--- src/pwg_map.vh ---
// Register map, field layout and reset values of the pulse-width generator.
// Assumes a 32-bit APB slave with word-aligned registers.
`ifndef PWG_MAP_VH
`define PWG_MAP_VH

// ------------------------------------------------------------
// Register byte offsets
// ------------------------------------------------------------
`define PWG_OFS_HIGH 4'h0
`define PWG_OFS_LOW 4'h4
`define PWG_OFS_CFG 4'h8
`define PWG_OFS_STAT 4'hc

// ------------------------------------------------------------
// Configuration fields
// ------------------------------------------------------------
`define PWG_CFG_EN 0
`define PWG_CFG_CLKSEL 1
`define PWG_CFG_INV 2
`define PWG_CFG_DIV_LO 3
`define PWG_CFG_DIV_HI 6
`define PWG_CFG_W 7

// ------------------------------------------------------------
// Reset values
// ------------------------------------------------------------
`define PWG_RST_CFG 7'h01
`define PWG_RST_HIGH 16'h0000
`define PWG_RST_LOW 16'hffff
`define PWG_ZERO16 16'h0000

// ------------------------------------------------------------
// Clock rates and status field
// ------------------------------------------------------------
`define PWG_REF_HZ 10000000
`define PWG_SLOW_HZ 90000
`define PWG_STAT_ON 0
`define PWG_STAT_PEND 1

`endif

--- src/pwg_top.v ---
// Pulse-width generator with APB register access.
// Assumes a single 10 MHz reference clock and an APB master in the same domain.
`timescale 1ns/1ps
`include "pwg_map.vh"

module pwg_top #(
	parameter SLOW_DIV = `PWG_REF_HZ / `PWG_SLOW_HZ
) (
	// Clock and reset
	input wire REF_CLK,
	input wire RST_N,
	// APB slave
	input wire PSEL,
	input wire PENABLE,
	input wire PWRITE,
	input wire [11:0] PADDR,
	input wire [31:0] PWDATA,
	input wire [3:0] PSTRB,
	output reg [31:0] PRDATA,
	output reg PREADY,
	output reg PSLVERR,
	// Drive output
	output reg PWM_OUT
);
	localparam [1:0] ST_OFF = 2'b01;
	localparam [1:0] ST_ON = 2'b10;

	reg [6:0] cfg_q;
	reg [15:0] high_q;
	reg [15:0] low_q;
	reg [15:0] high_hold_q;
	reg [15:0] low_hold_q;
	reg [3:0] fresh_q;
	reg [15:0] cnt_q;
	reg [1:0] st_q;
	wire tick;
	wire en;
	wire inv;
	wire setup;
	wire wr;
	wire full_on;
	wire full_off;
	wire pend;
	wire apply;
	wire [15:0] high_nx;
	wire [15:0] low_nx;
	wire off_nx;
	wire sel_high;
	wire sel_low;
	wire sel_cfg;
	wire sel_stat;
	wire hit;
	reg [31:0] rd_d;

	assign en = cfg_q[`PWG_CFG_EN];
	assign inv = cfg_q[`PWG_CFG_INV];
	assign setup = PSEL & ~PENABLE;
	assign wr = PSEL & PENABLE & PWRITE & PREADY;
	assign sel_high = (PADDR[11:2] == 10'h000) && (PADDR[3:0] == `PWG_OFS_HIGH);
	assign sel_low = (PADDR[11:4] == 8'h00) && (PADDR[3:0] == `PWG_OFS_LOW);
	assign sel_cfg = (PADDR[11:4] == 8'h00) && (PADDR[3:0] == `PWG_OFS_CFG);
	assign sel_stat = (PADDR[11:4] == 8'h00) && (PADDR[3:0] == `PWG_OFS_STAT);
	assign hit = sel_high | sel_low | sel_cfg | sel_stat;

	// ------------------------------------------------------------
	// Output state decode
	// ------------------------------------------------------------
	assign full_on = (low_q == `PWG_ZERO16);
	assign full_off = (high_q == `PWG_ZERO16) && !full_on;
	assign pend = &fresh_q;
	// Holding copies move when all four bytes are new, at OFF end or at once in full-on
	assign apply = pend && (full_on || (st_q == ST_OFF && cnt_q == `PWG_ZERO16 && tick));
	// New counts take effect with the ON load that ends the OFF phase, not one period late
	assign high_nx = apply ? high_hold_q : high_q;
	assign low_nx = apply ? low_hold_q : low_q;
	assign off_nx = (high_nx == `PWG_ZERO16) && (low_nx != `PWG_ZERO16);

	// ------------------------------------------------------------
	// Rate generator
	// ------------------------------------------------------------
	pwg_tick #(
		.SLOW_DIV(SLOW_DIV)
	) u_tick (
		.clk(REF_CLK),
		.rst_n(RST_N),
		.run(en),
		.clk_sel(cfg_q[`PWG_CFG_CLKSEL]),
		.pre_div(cfg_q[`PWG_CFG_DIV_HI:`PWG_CFG_DIV_LO]),
		.tick(tick)
	);

	// ------------------------------------------------------------
	// APB handshake: no wait states, unmapped addresses flag an error
	// ------------------------------------------------------------
	always @(posedge REF_CLK or negedge RST_N) begin
		if (!RST_N) begin
			PREADY <= 1'b0;
			PSLVERR <= 1'b0;
			PRDATA <= 32'h00000000;
		end else begin
			PREADY <= setup;
			PSLVERR <= setup & ~hit;
			PRDATA <= setup ? rd_d : 32'h00000000;
		end
	end

	// Read mux; counts show the active copies, not the holding ones
	always @* begin
		rd_d = 32'h00000000;
		if (!PWRITE) begin
			if (sel_high) begin
				rd_d = {16'h0000, high_q};
			end else if (sel_low) begin
				rd_d = {16'h0000, low_q};
			end else if (sel_cfg) begin
				rd_d = {25'h0000000, cfg_q};
			end else if (sel_stat) begin
				rd_d[`PWG_STAT_ON] = (st_q == ST_ON);
				rd_d[`PWG_STAT_PEND] = pend;
			end
		end
	end

	// ------------------------------------------------------------
	// Configuration register, byte lane 0 only
	// ------------------------------------------------------------
	always @(posedge REF_CLK or negedge RST_N) begin
		if (!RST_N) begin
			cfg_q <= `PWG_RST_CFG;
		end else if (wr && sel_cfg && PSTRB[0]) begin
			cfg_q <= PWDATA[`PWG_CFG_W-1:0];
		end
	end

	// Holding copies and per-byte freshness; unaffected by enable
	always @(posedge REF_CLK or negedge RST_N) begin
		if (!RST_N) begin
			high_hold_q <= `PWG_RST_HIGH;
			low_hold_q <= `PWG_RST_LOW;
			fresh_q <= 4'h0;
		end else begin
			if (apply) begin
				fresh_q <= 4'h0;
			end
			if (wr && sel_high) begin
				if (PSTRB[0]) begin
					high_hold_q[7:0] <= PWDATA[7:0];
					fresh_q[0] <= 1'b1;
				end
				if (PSTRB[1]) begin
					high_hold_q[15:8] <= PWDATA[15:8];
					fresh_q[1] <= 1'b1;
				end
			end
			if (wr && sel_low) begin
				if (PSTRB[0]) begin
					low_hold_q[7:0] <= PWDATA[7:0];
					fresh_q[2] <= 1'b1;
				end
				if (PSTRB[1]) begin
					low_hold_q[15:8] <= PWDATA[15:8];
					fresh_q[3] <= 1'b1;
				end
			end
		end
	end

	// Active counts loaded only from the holding copies
	always @(posedge REF_CLK or negedge RST_N) begin
		if (!RST_N) begin
			high_q <= `PWG_RST_HIGH;
			low_q <= `PWG_RST_LOW;
		end else if (apply) begin
			high_q <= high_hold_q;
			low_q <= low_hold_q;
		end
	end

	// ------------------------------------------------------------
	// On/off sequencer with 16-bit down-counter
	// ------------------------------------------------------------
	always @(posedge REF_CLK or negedge RST_N) begin
		if (!RST_N) begin
			st_q <= ST_OFF;
			cnt_q <= `PWG_ZERO16;
		end else if (!en) begin
			st_q <= ST_OFF;
			cnt_q <= `PWG_ZERO16;
		end else if (tick) begin
			case (st_q)
				ST_OFF: begin
					if (cnt_q != `PWG_ZERO16) begin
						cnt_q <= cnt_q - 16'h0001;
					end else if (!off_nx) begin
						cnt_q <= high_nx;
						st_q <= ST_ON;
					end
				end
				ST_ON: begin
					if (cnt_q != `PWG_ZERO16) begin
						cnt_q <= cnt_q - 16'h0001;
					end else if (!full_on) begin
						cnt_q <= low_q;
						st_q <= ST_OFF;
					end
				end
				default: begin
					st_q <= ST_OFF;
					cnt_q <= `PWG_ZERO16;
				end
			endcase
		end
	end

	// Output level; fixed levels override the sequencer, polarity applied last
	always @(posedge REF_CLK or negedge RST_N) begin
		if (!RST_N) begin
			PWM_OUT <= 1'b0;
		end else if (!en) begin
			PWM_OUT <= inv;
		end else if (full_on) begin
			PWM_OUT <= ~inv;
		end else if (full_off) begin
			PWM_OUT <= inv;
		end else begin
			PWM_OUT <= (st_q == ST_ON) ^ inv;
		end
	end
endmodule // pwg_top

--- src/pwg_tick.v ---
// Rate generator: picks the fast or slow tick and applies the pre-divider.
// Assumes one reference clock; the slow rate is made here as a one-cycle enable.
`timescale 1ns/1ps
`include "pwg_map.vh"

module pwg_tick #(
	parameter SLOW_DIV = `PWG_REF_HZ / `PWG_SLOW_HZ
) (
	// Clock and reset
	input wire clk,
	input wire rst_n,
	// Control
	input wire run,
	input wire clk_sel,
	input wire [3:0] pre_div,
	// Counter tick
	output reg tick
);
	// The slow divider is 8 bits wide, so SLOW_DIV must stay at or below 256
	localparam [31:0] SLOW_DIV_W = SLOW_DIV;
	localparam [7:0] SLOW_LAST = SLOW_DIV_W[7:0] - 8'h01;

	reg [7:0] slow_q;
	reg [3:0] div_q;
	wire slow_en;
	wire src_en;

	// ------------------------------------------------------------
	// Slow source enable; stopped while disabled to save power
	// ------------------------------------------------------------
	assign slow_en = (slow_q == SLOW_LAST);
	assign src_en = clk_sel ? slow_en : 1'b1;

	always @(posedge clk or negedge rst_n) begin
		if (!rst_n) begin
			slow_q <= 8'h00;
		end else if (!run || slow_en) begin
			slow_q <= 8'h00;
		end else begin
			slow_q <= slow_q + 8'h01;
		end
	end

	// Pre-divider: value N gives one tick per N+1 source pulses, 0 passes through
	always @(posedge clk or negedge rst_n) begin
		if (!rst_n) begin
			div_q <= 4'h0;
			tick <= 1'b0;
		end else if (!run) begin
			div_q <= 4'h0;
			tick <= 1'b0;
		end else begin
			tick <= 1'b0;
			if (src_en) begin
				if (div_q >= pre_div) begin
					div_q <= 4'h0;
					tick <= 1'b1;
				end else begin
					div_q <= div_q + 4'h1;
				end
			end
		end
	end
endmodule // pwg_tick

--- config.mk ---
export PLATFORM = sky130hd
export DESIGN_NAME = pwg_top
export DESIGN_NICKNAME = d
export VERILOG_FILES = /design/src/pwg_top.v /design/src/pwg_tick.v
export VERILOG_INCLUDE_DIRS = /design/src /design/src/src
export SDC_FILE = /design/constraint.sdc
export NUM_CORES = 1
export LEC_CHECK = 0
export ABC_AREA = 1
export BUFFER_PORTS_ARGS = -buffer_cell sky130_fd_sc_hd__buf_2
export CORE_AREA = 2 2 137 126
export CTS_BUF_LIST = sky130_fd_sc_hd__clkbuf_4 sky130_fd_sc_hd__clkbuf_8
export CTS_CLUSTER_DIAMETER = 40
export DETAILED_ROUTE_END_ITERATION = 7
export DIE_AREA = 0 0 139 128
export PLACE_DENSITY = 0.57
export SYNTH_ARGS = -nofsm -noshare
export SYNTH_HDL_FRONTEND = slang
export SYNTH_SLANG_ARGS = --single-unit
--- constraint.sdc ---
create_clock -name REF_CLK -period 3 [get_ports REF_CLK]
set_input_delay 0.15 -clock REF_CLK [delete_from_list [all_inputs] [get_ports REF_CLK]]
set_output_delay 0.15 -clock REF_CLK [all_outputs]
set_load 0.05 [all_outputs]
==> Implementation_results.wiki, run 1 <==
{| class="wikitable"
! Metric !! Value
|-
| Kind of start point of the critical path || register
|-
| Fill cell total of the finished layout || 1662
|-
| Post-synthesis xor/xnor area fraction || 0.0217
|-
| Die Outline Area || roughly 0.018 sq mm
|-
| Number of antenna violations at the first check in global routing || 0
|-
| Unrepaired setup endpoints after global routing || no
|-
| Post-synthesis instance total || 805
|-
| Number of warnings printed during yosys synthesis || 0
|-
| Post-synthesis compound-gate area fraction || 0.116
|-
| Max frequency || approximately 0.37 GHz
|-
| Total of max-cap violations || 0
|-
| Worst-Margin Slew || 0.679 ns
|-
| Maximum resistive drop on vdd || 0.000278 V
|-
| Maximum number of pins on one net before global-route repair || 54
|-
| Number of violations reported at the end of detailed-routing iteration 0 || roughly 450
|-
| TritonCTS buffer count || 17
|-
| Fin. Hold Viols || 0
|-
| Final Critical Period || 2.73 ns
|-
| Cell Pwr Density || 424 mW/mm^2
|-
| I/O pin total || 88
|-
| Global-route wire length before repair || 27300 microns
|-
| Max stage delay cell, worst path || sky130_fd_sc_hd__dfrtp_1
|-
| Maximum clock skew at final layout || 0.0158 ns
|-
| Worst Hold Class || primary input to register
|-
| Placed wire-length estimate after detailed placement || 12300 microns
|-
| Fraction of the mapped netlist area in adder cells || 0.0213
|-
| IO Port Bufs || 53
|-
| Floorplan die height || 128 microns
|-
| Mean number of vias per cell || about 4.9
|-
| Antenna viol nets, final || 0
|-
| Top cell type's share of synthesized area || 0.352
|-
| Length of the first detailed-routing pass in iterations || 5
|-
| CP Cell Sequence || inv_1 -> ha_1 -> nand2_1 -> nor2_2 -> nand4_2 -> nand2_2 -> buf_6 -> nand3_1 -> nand2_1 -> nand2_1 -> nor2_1 -> nand3_1 -> nor2_4 -> buf_4 -> nand3_4 -> nand3_1 -> nand2_1
|-
| Gr usage total || 0.198
|-
| Source-to-sink clock delay at the later pin of the worst-skew pair || approximately 0.46 ns
|-
| Total wire length || 16800 microns
|-
| Share of synthesized flip-flops with an asynchronous set or reset || 1.00
|-
| Result of the run || finished clean
|-
| Lkg Pwr || 3.93 nW
|-
| Average cell area after synthesis || 8.03 sq um
|-
| Fraction of final layout cells with drive strength greater than 1 || 0.176
|-
| Utilization after layout || 0.463
|-
| Overall power consumption || 3.23 mW
|-
| Residual DRC count || 0
|-
| Area inside the core boundary || around 0.016 sq mm
|-
| Post-synthesis simple-gate area fraction || 0.247
|-
| Crit share post-route || 0.910
|-
| Clock sink total || around 130
|-
| Number of distinct library cell variants in the gate-level netlist after synthesis || 43
|-
| Most area-hungry cell type in the Yosys netlist || sky130_fd_sc_hd__dfrtp_1
|-
| Clock Path Buffers || 2
|-
| Overflow after GRT || 0
|-
| Top post-synthesis cells by area || sky130_fd_sc_hd__dfrtp_1, sky130_fd_sc_hd__dfstp_2, sky130_fd_sc_hd__nand2_1, sky130_fd_sc_hd__inv_1, sky130_fd_sc_hd__nand3_1
|-
| Worst path arrival time || 3.08 ns
|-
| Cell at the root of the clock tree || sky130_fd_sc_hd__clkbuf_8
|-
| Capturing element type of the critical path || register
|-
| Final Max Tran Viols || 0
|-
| Multiplexer share of the synthesized area || 0
|-
| Wirelength per Cell || ~15 microns
|-
| Critical path type || register to register
|-
| FP Rows || 45
|-
| Vias in the first global route || around 5100
|-
| Critical path's most frequent cell || sky130_fd_sc_hd__nand2_1
|-
| Total number of vias || 5452
|-
| Starting density of the core || 0.393
|-
| #FFs+latches synth || 125
|-
| Main combinational cell family by area after synthesis || simple AND/OR/NAND/NOR gates
|-
| Count of flip-flops with a built-in enable after synthesis || 0
|-
| Most used flip-flop cell after synthesis || sky130_fd_sc_hd__dfrtp_1
|-
| Weighted congestion reported at the end of routability-driven placement || 0.889
|-
| Worst slew slack as a fraction of its limit || 0.547
|-
| Area of the mapped netlist || 0.00646 sq mm
|-
| Clock-pin transition on the worst setup and hold timing paths || around 0.080 ns
|-
| Setup violators final || 0
|-
| Number of nets in the layout || 959
|-
| Setup TNS Final || 0 ns
|-
| TritonCTS clock tree || built
|-
| CTS H-tree lvls || 4
|-
| Required time of the critical path || 3.35 ns
|-
| Maximum fanout count along the critical path || 21
|-
| Portion of the post-synthesis area used by sequential elements || 0.491
|-
| Relative area change from synthesis to final layout || 17.9%
|-
| Width of the chip || 139 microns
|-
| Number of diodes || 0
|-
| Slowest Stage Delay on Critical Path || 0.38 ns
|}
-- registers in the layout, indices dropped and copies added, names as in the netlist --
signal and count:
fresh_q 4, PREADY 1, st_q 2, PRDATA 16
high_hold_q 16, cfg_q 7, PSLVERR 1, u_tick.tick 1
low_hold_q 16, cnt_q 16, PWM_OUT 1, high_q 16
low_q 16, u_tick.slow_q 8, u_tick.div_q 4
-- per-layer routing --
| metal | track usage | share of wire |
|---|---|---|
| met2 | 0.293 | 0.44 |
| met3 | 0.0437 | 0.042 |
| met5 | 0 | 0 |
| met4 | 0.0618 | 0.013 |
| met1 | 0.290 | 0.50 |
-- power by group --
group	leakage, nW	switching, mW	internal (mW)	total (mW)
clock network	0.174	0.708	0.684	1.39
registers	1.62	0.000771	1.69	1.69
logic	2.14	0.108	0.0408	0.149
total	3.93	0.816	2.41	3.23
-- final timing paths --
| check | cells past startpoint | end | slack [ns] | startpoint |
|---|---|---|---|---|
| max | 17 | cnt_q[14]$_DFFE_PN0P_ | 0.27 | cnt_q[0]$_DFFE_PN0P_ |
| min | 4 | PRDATA[3]$_DFF_PN0_ | 0.17 | PWRITE |
| max reg2reg | 17 | cnt_q[14]$_DFFE_PN0P_ | 0.27 | cnt_q[0]$_DFFE_PN0P_ |
| min reg2reg | 1 | u_tick.slow_q[0]$_DFF_PN0_ | 0.48 | u_tick.slow_q[0]$_DFF_PN0_ |
| max in group asynchronous | 3 | low_hold_q[7]$_DFFE_PN1P_ | 1.86 | RST_N |
| min in group asynchronous | 2 | cnt_q[12]$_DFFE_PN0P_ | 0.27 | RST_N |
-- Yosys cell counts (2+ instances only) --
cell type and count:
sky130_fd_sc_hd__nor3_1 5, sky130_fd_sc_hd__nand4_1 7, sky130_fd_sc_hd__a21oi_1 38, sky130_fd_sc_hd__xor2_1 10, sky130_fd_sc_hd__a21boi_0 2, sky130_fd_sc_hd__dfrtp_1 91, sky130_fd_sc_hd__nor4_1 7, sky130_fd_sc_hd__a32oi_1 3
sky130_fd_sc_hd__nor2_4 2, sky130_fd_sc_hd__nand2_2 2, sky130_fd_sc_hd__nand2_1 206, sky130_fd_sc_hd__inv_1 106, sky130_fd_sc_hd__o21ai_1 6, sky130_fd_sc_hd__o31ai_1 2, sky130_fd_sc_hd__buf_4 17, sky130_fd_sc_hd__a22oi_1 3
sky130_fd_sc_hd__dfstp_2 34, sky130_fd_sc_hd__nand3b_1 6, sky130_fd_sc_hd__buf_6 5, sky130_fd_sc_hd__buf_2 3, sky130_fd_sc_hd__o221ai_1 3, sky130_fd_sc_hd__xnor2_1 6, sky130_fd_sc_hd__o211ai_1 7, sky130_fd_sc_hd__nand3_1 56
sky130_fd_sc_hd__a211oi_1 5, sky130_fd_sc_hd__clkbuf_1 17, sky130_fd_sc_hd__nand2_4 2, sky130_fd_sc_hd__nor2_1 72, sky130_fd_sc_hd__o21ai_0 55, sky130_fd_sc_hd__a31oi_1 4, sky130_fd_sc_hd__ha_1 11
-- what timing repair did --
action | CTS | global route
setup endpoints to repair | 0 | 16
buffers inserted | 0 | 2
hold buffers | 19 | 0
hold endpoints to repair | 68 | 0
resized for setup | 0 | 6
-- final cells by class --
class	instances	area (sq um)	share of cell area
timing repair buffer	95	659	0.0866
tap	211	264	0.0347
clock inverter	13	116	0.0153
inverter	108	405	0.0532
sequential	125	3170	0.416
multi-input combinational	548	2750	0.361
clock buffer	19	255	0.0335
-- worst max-delay path: cells and delay by family (launching register included) --
kind,cells,cell delay [ns]
fa+ha+maj,1,0.19
simple gates,13,1.57
flops,1,0.38
buf+inv,3,0.49
-- cell usage in the layout (no fill, tap or decap), types with 19 or more instances in the layout --
cell and count:
sky130_fd_sc_hd__nand2_1 205, sky130_fd_sc_hd__inv_1 106, sky130_fd_sc_hd__dfrtp_1 91, sky130_fd_sc_hd__nor2_1 71, sky130_fd_sc_hd__nand3_1 55, sky130_fd_sc_hd__o21ai_0 55
sky130_fd_sc_hd__buf_2 52, sky130_fd_sc_hd__a21oi_1 38, sky130_fd_sc_hd__dfstp_2 34, sky130_fd_sc_hd__buf_4 21, sky130_fd_sc_hd__dlygate4sd3_1 19
-- stage by stage --
| step | hold slack [ns] | instances | cell area (sq um) | setup slack [ns] |
|---|---|---|---|---|
| finish | 0.170 | 1119 | 7620 | 0.269 |
| global route | 0.153 | 1119 | 7620 | 0.0249 |
| CTS | 0.137 | 1114 | 7540 | 0.156 |
| detailed placement | 0.231 | 1063 | 6980 | 0.185 |
| global placement | 0.236 | 1063 | 6980 | 0.246 |
| floorplan | -0.146 | 820 | 6520 | 0.639 |
-- cells by family (layout without fill, tap and decap cells) --
family / count (synthesis) / in the layout
AO/OA/AOI/OAI: 132 / 132
XOR/XNOR: 16 / 16
adder cells (fa/ha/maj): 11 / 11
buffers and inverters: 150 / 235
flip-flops: 125 / 125
other: 1 / 16
AND/OR/NAND/NOR: 370 / 373
(Power assumes the default switching activity.)
==> run 2: changes to the inputs <==
--- a/config.mk
+++ b/config.mk
@@ -8,12 +8,15 @@
 export LEC_CHECK = 0
 export ABC_AREA = 1
 export BUFFER_PORTS_ARGS = -buffer_cell sky130_fd_sc_hd__buf_2
+export CAP_MARGIN = 5
+export CELL_PAD_IN_SITES_DETAIL_PLACEMENT = 1
+export CELL_PAD_IN_SITES_GLOBAL_PLACEMENT = 1
 export CORE_AREA = 2 2 137 126
 export CTS_BUF_LIST = sky130_fd_sc_hd__clkbuf_4 sky130_fd_sc_hd__clkbuf_8
 export CTS_CLUSTER_DIAMETER = 40
 export DETAILED_ROUTE_END_ITERATION = 7
 export DIE_AREA = 0 0 139 128
-export PLACE_DENSITY = 0.57
+export PLACE_DENSITY_LB_ADDON = 0.1
 export SYNTH_ARGS = -nofsm -noshare
 export SYNTH_HDL_FRONTEND = slang
 export SYNTH_SLANG_ARGS = --single-unit
==> Implementation_results.wiki, run 2 (same netlist as run 1, synthesis figures left out) <==
{| class="wikitable"
! Metric !! Value
|-
| Critical path type || register to register
|-
| Commonest non-fill, non-tap cell in the layout || sky130_fd_sc_hd__nand2_1
|-
| Number of violations reported at the end of detailed-routing iteration 0 || ~290
|-
| Critical path's most frequent cell || sky130_fd_sc_hd__nand2_1
|-
| Worst r2r dst || cnt_q[14]$_DFFE_PN0P_
|-
| Area inside the core boundary || roughly 0.016 sq mm
|-
| Mean number of vias per cell || 5.07
|-
| Cell Pwr Density || 457 mW/mm^2
|-
| Clock Path Buffers || 2
|-
| Number of antenna violations at the first check in global routing || 0
|-
| Maximum number of pins on one net before global-route repair || 77
|-
| Worst Hold End || PREADY$_DFF_PN0_
|-
| Total number of vias || 5670
|-
| Clock-pin transition on the worst setup and hold timing paths || 0.08 ns
|-
| Die Outline Area || 0.0178 sq mm
|-
| Max frequency || 0.361 GHz
|-
| Weighted congestion reported at the end of routability-driven placement || 0.855
|-
| Final Critical Period || 2.77 ns
|-
| TritonCTS clock tree || built
|-
| Critical path's top delay family || simple AND/OR/NAND/NOR gates
|-
| Slowest Stage Delay on Critical Path || roughly 0.39 ns
|-
| Fill cell total of the finished layout || 2040
|-
| Capturing element type of the critical path || register
|-
| Vias in the first global route || 6111
|-
| Lkg Pwr || 3.98 nW
|-
| Fraction of final layout cells with drive strength greater than 1 || 0.179
|-
| Area of the multi-input gates || 0.00276 sq mm
|-
| Cell at the root of the clock tree || sky130_fd_sc_hd__clkbuf_8
|-
| Bufs and invs on worst path || 2
|-
| Worst path arrival time || 3.16 ns
|-
| Fin. Hold Viols || 0
|-
| Maximum resistive drop on vdd || approximately 0.00029 V
|-
| Antenna viol nets, final || 0
|-
| Crit share post-route || 0.922
|-
| I/O pin total || 88
|-
| Source-to-sink clock delay at the later pin of the worst-skew pair || 0.46 ns
|-
| Residual DRC count || 0
|-
| Gr usage total || 0.228
|-
| Number of diodes || 0
|-
| Worst R2R Start || cnt_q[1]$_DFFE_PN0P_
|-
| Maximum clock skew at final layout || 0.00951 ns
|-
| Count of placed standard cells in the final layout, fillers left out || between 1000 and 1500
|-
| Starting density of the core || 0.393
|-
| Total of max-cap violations || 0
|-
| Placed wire-length estimate after detailed placement || 14200 microns
|-
| Maximum fanout count along the critical path || 21
|-
| Required time of the critical path || ~3.4 ns
|-
| Worst setup slack for register-to-register paths || 0.23 ns
|-
| Worst-Margin Slew || 1.00 ns
|-
| Total wire length || approximately 19000 microns
|-
| Origin of the worst setup path || cnt_q[1]$_DFFE_PN0P_
|-
| TritonCTS buffer count || 17
|-
| FP Rows || 45
|-
| IO Port Bufs || 53
|-
| Overflow after GRT || 0
|-
| Width of the chip || 139 microns
|-
| Floorplan die height || 128 microns
|-
| Number of nets in the layout || 958
|-
| Wirelength per Cell || 17.3 microns
|-
| Clock sink total || 125
|-
| Placed cells || 1065
|-
| Setup slack at placement || 0.0675 ns
|-
| Final Max Tran Viols || 0
|-
| Length of the first detailed-routing pass in iterations || 4
|-
| Worst slew slack as a fraction of its limit || 0.332
|-
| CP Cell Sequence || inv_1 -> ha_1 -> nand2_1 -> nor2_1 -> nand4_2 -> nand2_2 -> buf_12 -> nand3b_1 -> nand2_1 -> nand2_1 -> nor2_2 -> nand3_1 -> nor2_4 -> nand3_4 -> nand2_8 -> nand2_1 -> nand2_1
|-
| Kind of start point of the critical path || register
|-
| Setup violators final || 0
|-
| Max stage delay cell, worst path || sky130_fd_sc_hd__dfrtp_1
|-
| Worst hold stages || 4
|-
| Worst Hold Class || primary input to register
|-
| CTS H-tree lvls || 4
|-
| Result of the run || finished clean
|-
| Relative area change from synthesis to final layout || 18.8%
|-
| Post-CTS setup buffers || 0
|-
| Worst Slack Setup Final || roughly 0.23 ns
|-
| Global-route wire length before repair || 31600 microns
|-
| Most frequent cells in the layout || sky130_fd_sc_hd__nand2_1, sky130_fd_sc_hd__inv_1, sky130_fd_sc_hd__dfrtp_1
|-
| Hold Startpoint || PENABLE
|-
| Sequential cell area || between 0.003 and 0.004 sq mm
|-
| Reg2reg path depth || 17
|}
run 2: what timing repair did:
item / in CTS / in global routing
endpoints found under the hold margin: 82 / 0
gates resized for setup: 0 / 9
hold buffers: 18 / 0
setup endpoints to repair: 0 / 18
run 2: worst max path at each step:
stage	depth (start not counted)	endpoint
finish	17	cnt_q[14]$_DFFE_PN0P_
floorplan	15	cnt_q[5]$_DFFE_PN0P_
detailed placement	17	cnt_q[5]$_DFFE_PN0P_
global placement	17	cnt_q[4]$_DFFE_PN0P_
global route	17	cnt_q[5]$_DFFE_PN0P_
CTS	17	cnt_q[5]$_DFFE_PN0P_
run 2: area by class of cell:
cell class,count,share of cell area
Inverter,108,0.0531
Timing Repair Buffer,94,0.0824
Clock inverter,13,0.0246
Sequential cell,125,0.413
Tap cell,211,0.0344
Clock buffer,19,0.0332
Multi-Input combinational cell,548,0.359
run 2: per-stage QoR:
step	TNS, ns	cell area, sq um	total power [mW]	utilization	hold slack [ns]
final	0	7680	3.51	0.467	0.0298
after global routing	-0.00116	7680	3.63	0.467	0.0335
after CTS	0	7610	3.55	0.463	0.00333
after detailed placement	0	6980	1.85	0.425	0.385
after global placement	0	6980	1.85	0.425	0.360
after floorplan	0	6520	1.80	-	-0.146
run 2: report_power, final:
part	internal, mW	switching, mW
logic	0.0390	0.111
registers	1.69	0.000655
clock network	0.942	0.726
total	2.67	0.838
run 2: per-layer routing:
metal,global-route usage,vias to the layer above,part of all wire
li1,-,2747,-
met1,0.291,2805,0.46
met2,0.401,102,0.50
met3,0.0474,16,0.035
met4,0.0511,0,0.0085
met5,0,-,0
run 2: worst register-to-register path: stages (launching register included):
cell                       delay, ns
sky130_fd_sc_hd__dfrtp_1        0.39
sky130_fd_sc_hd__inv_1          0.10
sky130_fd_sc_hd__ha_1           0.17
sky130_fd_sc_hd__nand2_1        0.06
sky130_fd_sc_hd__nor2_1         0.16
sky130_fd_sc_hd__nand4_2        0.13
sky130_fd_sc_hd__nand2_2        0.18
sky130_fd_sc_hd__buf_12         0.18
sky130_fd_sc_hd__nand3b_1       0.12
sky130_fd_sc_hd__nand2_1        0.12
sky130_fd_sc_hd__nand2_1        0.07
sky130_fd_sc_hd__nor2_2         0.15
sky130_fd_sc_hd__nand3_1        0.13
sky130_fd_sc_hd__nor2_4         0.22
sky130_fd_sc_hd__nand3_4        0.21
sky130_fd_sc_hd__nand2_8        0.19
sky130_fd_sc_hd__nand2_1        0.06
sky130_fd_sc_hd__nand2_1        0.06
==> run 3: changes to the inputs <==
--- a/config.mk
+++ b/config.mk
@@ -7,7 +7,7 @@
 export NUM_CORES = 1
 export LEC_CHECK = 0
 export ABC_AREA = 1
-export BUFFER_PORTS_ARGS = -buffer_cell sky130_fd_sc_hd__buf_2
+export BUFFER_PORTS_ARGS = -buffer_cell sky130_fd_sc_hd__buf_4
 export CAP_MARGIN = 5
 export CELL_PAD_IN_SITES_DETAIL_PLACEMENT = 1
 export CELL_PAD_IN_SITES_GLOBAL_PLACEMENT = 1
==> Implementation_results.wiki, run 3 (same netlist as run 1, synthesis figures left out) <==
{| class="wikitable"
! Metric !! Value
|-
| Worst path arrival time || 3.11 ns
|-
| Cell Pwr Density || 435 mW/mm^2
|-
| Cell at the root of the clock tree || sky130_fd_sc_hd__clkbuf_8
|-
| Setup violators final || 0
|-
| Total number of vias || 5663
|-
| I/O pin total || 88
|-
| Starting density of the core || 0.393
|-
| Number of diodes || 0
|-
| Capturing element type of the critical path || register
|-
| Lkg Pwr || slightly below 4 nW
|-
| Number of antenna violations at the first check in global routing || 0
|-
| Worst Slack Setup Final || 0.221 ns
|-
| Critical path type || register to register
|-
| Maximum number of pins on one net before global-route repair || 62
|-
| Source-to-sink clock delay at the later pin of the worst-skew pair || 0.44 ns
|-
| Worst Hold End || low_hold_q[0]$_DFFE_PN1P_
|-
| Antenna viol nets, final || 0
|-
| Switching Fraction || 0.232
|-
| Length of the first detailed-routing pass in iterations || 5
|-
| Hold Startpoint || PWDATA[0]
|-
| Mean number of vias per cell || 5.09
|-
| Clock sink total || 125
|-
| Worst r2r dst || cnt_q[8]$_DFFE_PN0P_
|-
| Relative area change from synthesis to final layout || 19.9%
|-
| Worst slew slack as a fraction of its limit || 0.445
|-
| CTS H-tree lvls || 4
|-
| Setup TNS Final || 0 ns
|-
| Setup slack at placement || ~0.021 ns
|-
| Wirelength per Cell || 17.5 microns
|-
| Weighted congestion reported at the end of routability-driven placement || 0.867
|-
| Commonest non-fill, non-tap cell in the layout || sky130_fd_sc_hd__nand2_1
|-
| Comb power frac || 0.048
|-
| Maximum resistive drop on vdd || approximately 0.00025 V
|-
| Proportion of power drawn by flip-flops and latches || 0.501
|-
| Global-route wire length before repair || about 32000 microns
|-
| Number of violations reported at the end of detailed-routing iteration 0 || 363
|-
| Final Critical Period || 2.78 ns
|-
| Vias in the first global route || 5981
|-
| Total of max-cap violations || 0
|-
| Worst Hold Class || primary input to register
|-
| Required time of the critical path || 3.33 ns
|-
| Gr usage total || 0.227
|-
| Crit share post-route || 0.926
|-
| Maximum clock skew at final layout || 0.0114 ns
|-
| Placed wire-length estimate after detailed placement || 14400 microns
|-
| Total wire length || 19400 microns
|-
| Residual DRC count || 0
|-
| Fraction of final layout cells with drive strength greater than 1 || 0.178
|-
| Number of nets in the layout || 953
|-
| Utilization after layout || 0.471
|-
| Most frequent cells in the layout || sky130_fd_sc_hd__nand2_1, sky130_fd_sc_hd__inv_1, sky130_fd_sc_hd__dfrtp_1
|-
| TritonCTS buffer count || 17
|-
| IO Port Bufs || between 50 and 60
|-
| Clock-pin transition on the worst setup and hold timing paths || 0.07 ns
|-
| Maximum fanout count along the critical path || 21
|-
| Clock Path Buffers || 2
|-
| Width of the chip || 139 microns
|-
| Max frequency || 0.360 GHz
|-
| Area inside the core boundary || 0.0164 sq mm
|-
| Kind of start point of the critical path || register
|-
| Worst R2R Start || cnt_q[1]$_DFFE_PN0P_
|-
| FP Rows || 45
|-
| Die Outline Area || 0.0178 sq mm
|-
| Internal cell power || 2.59 mW
|-
| Worst-Margin Slew || 0.833 ns
|-
| Fin. Hold Viols || 0
|-
| Overflow after GRT || 0
|-
| Floorplan die height || 128 microns
|-
| Net switching power || 0.782 mW
|-
| Proportion of power drawn by the clock network || 0.450
|-
| Worst hold stages || 3
|-
| Result of the run || finished clean
|-
| TritonCTS clock tree || built
|-
| Final Max Tran Viols || 0
|-
| Origin of the worst setup path || cnt_q[1]$_DFFE_PN0P_
|-
| Worst setup slack for register-to-register paths || 0.22 ns
|-
| Reg2reg path depth || 17
|}
[run 3: cell types whose count changed in the layout (fill, tap and decap cells not counted), moves of 2 or more]
cell,delta
sky130_fd_sc_hd__dlygate4sd3_1,-2
sky130_fd_sc_hd__buf_4,+48
sky130_fd_sc_hd__clkinv_4,-3
sky130_fd_sc_hd__clkbuf_4,+4
sky130_fd_sc_hd__clkbuf_8,+2
sky130_fd_sc_hd__bufinv_16,-2
sky130_fd_sc_hd__buf_2,-52
sky130_fd_sc_hd__inv_6,-2
sky130_fd_sc_hd__nand2_4,+2
[run 3: per-stage QoR]
step | power [mW] | cell area, sq um | std cells | hold slack [ns]
after global routing | 3.49 | 7750 | 1113 | 0.0507
final | 3.37 | 7750 | 1113 | 0.0496
after floorplan | 1.80 | 6520 | 820 | -0.146
after detailed placement | 1.87 | 7090 | 1060 | 0.297
after global placement | 1.86 | 7090 | 1060 | 0.275
after CTS | 3.42 | 7650 | 1108 | 0.0101
[run 3: layout make-up]
type	count	area, sq um
inverters	108	408
well taps	211	264
multi-input cells	548	2770
fillers	2011	8690
flip-flops and latches	125	3170
repair buffers	89	733
clock inverters	7	90.1
clock buffers	25	313
[run 3: routing by layer]
layer	routed length [microns]	global-route usage	up-vias
li1	-	-	2728
met1	8990	0.303	2786
met2	9370	0.384	134
met3	878	0.0467	15
met4	211	0.0564	0
met5	0	0	-
[run 3: how the worst max path moves through the flow]
stage / to
after global routing: cnt_q[8]$_DFFE_PN0P_
final: cnt_q[8]$_DFFE_PN0P_
after global placement: cnt_q[4]$_DFFE_PN0P_
after detailed placement: cnt_q[5]$_DFFE_PN0P_
after CTS: cnt_q[5]$_DFFE_PN0P_
after floorplan: cnt_q[5]$_DFFE_PN0P_
[run 3: critical path: stages (launching register included)]
cell and delay (ns):
sky130_fd_sc_hd__dfrtp_1 0.40, sky130_fd_sc_hd__inv_1 0.11, sky130_fd_sc_hd__ha_1 0.17, sky130_fd_sc_hd__nand2_1 0.08, sky130_fd_sc_hd__nor2_2 0.15, sky130_fd_sc_hd__nand4_2 0.15, sky130_fd_sc_hd__nand2_4 0.14, sky130_fd_sc_hd__buf_12 0.17
sky130_fd_sc_hd__nand3_1 0.14, sky130_fd_sc_hd__nand2_1 0.13, sky130_fd_sc_hd__nand2_1 0.07, sky130_fd_sc_hd__nor2_2 0.14, sky130_fd_sc_hd__nand3_1 0.13, sky130_fd_sc_hd__nor2_4 0.21, sky130_fd_sc_hd__buf_4 0.15, sky130_fd_sc_hd__nand3_2 0.13
sky130_fd_sc_hd__nand3_1 0.16, sky130_fd_sc_hd__nand2_1 0.06
[run 3: what timing repair did]
item                                   in CTS  in global routing
buffers inserted                            0                  2
hold buffers                               16                  0
endpoints found under the hold margin      68                  0
setup endpoints to repair                   0                 18
gates resized for setup                     0                 12
[run 3: power by group through the flow]
stage               Clock [mW]  Sequential (mW)  Combinational [mW]
floorplan                    0             1.72              0.0746
global placement             0             1.72               0.145
detailed placement           0             1.72               0.149
CTS                       1.57             1.69               0.165
global route              1.62             1.69               0.178
finish                    1.52             1.69               0.163
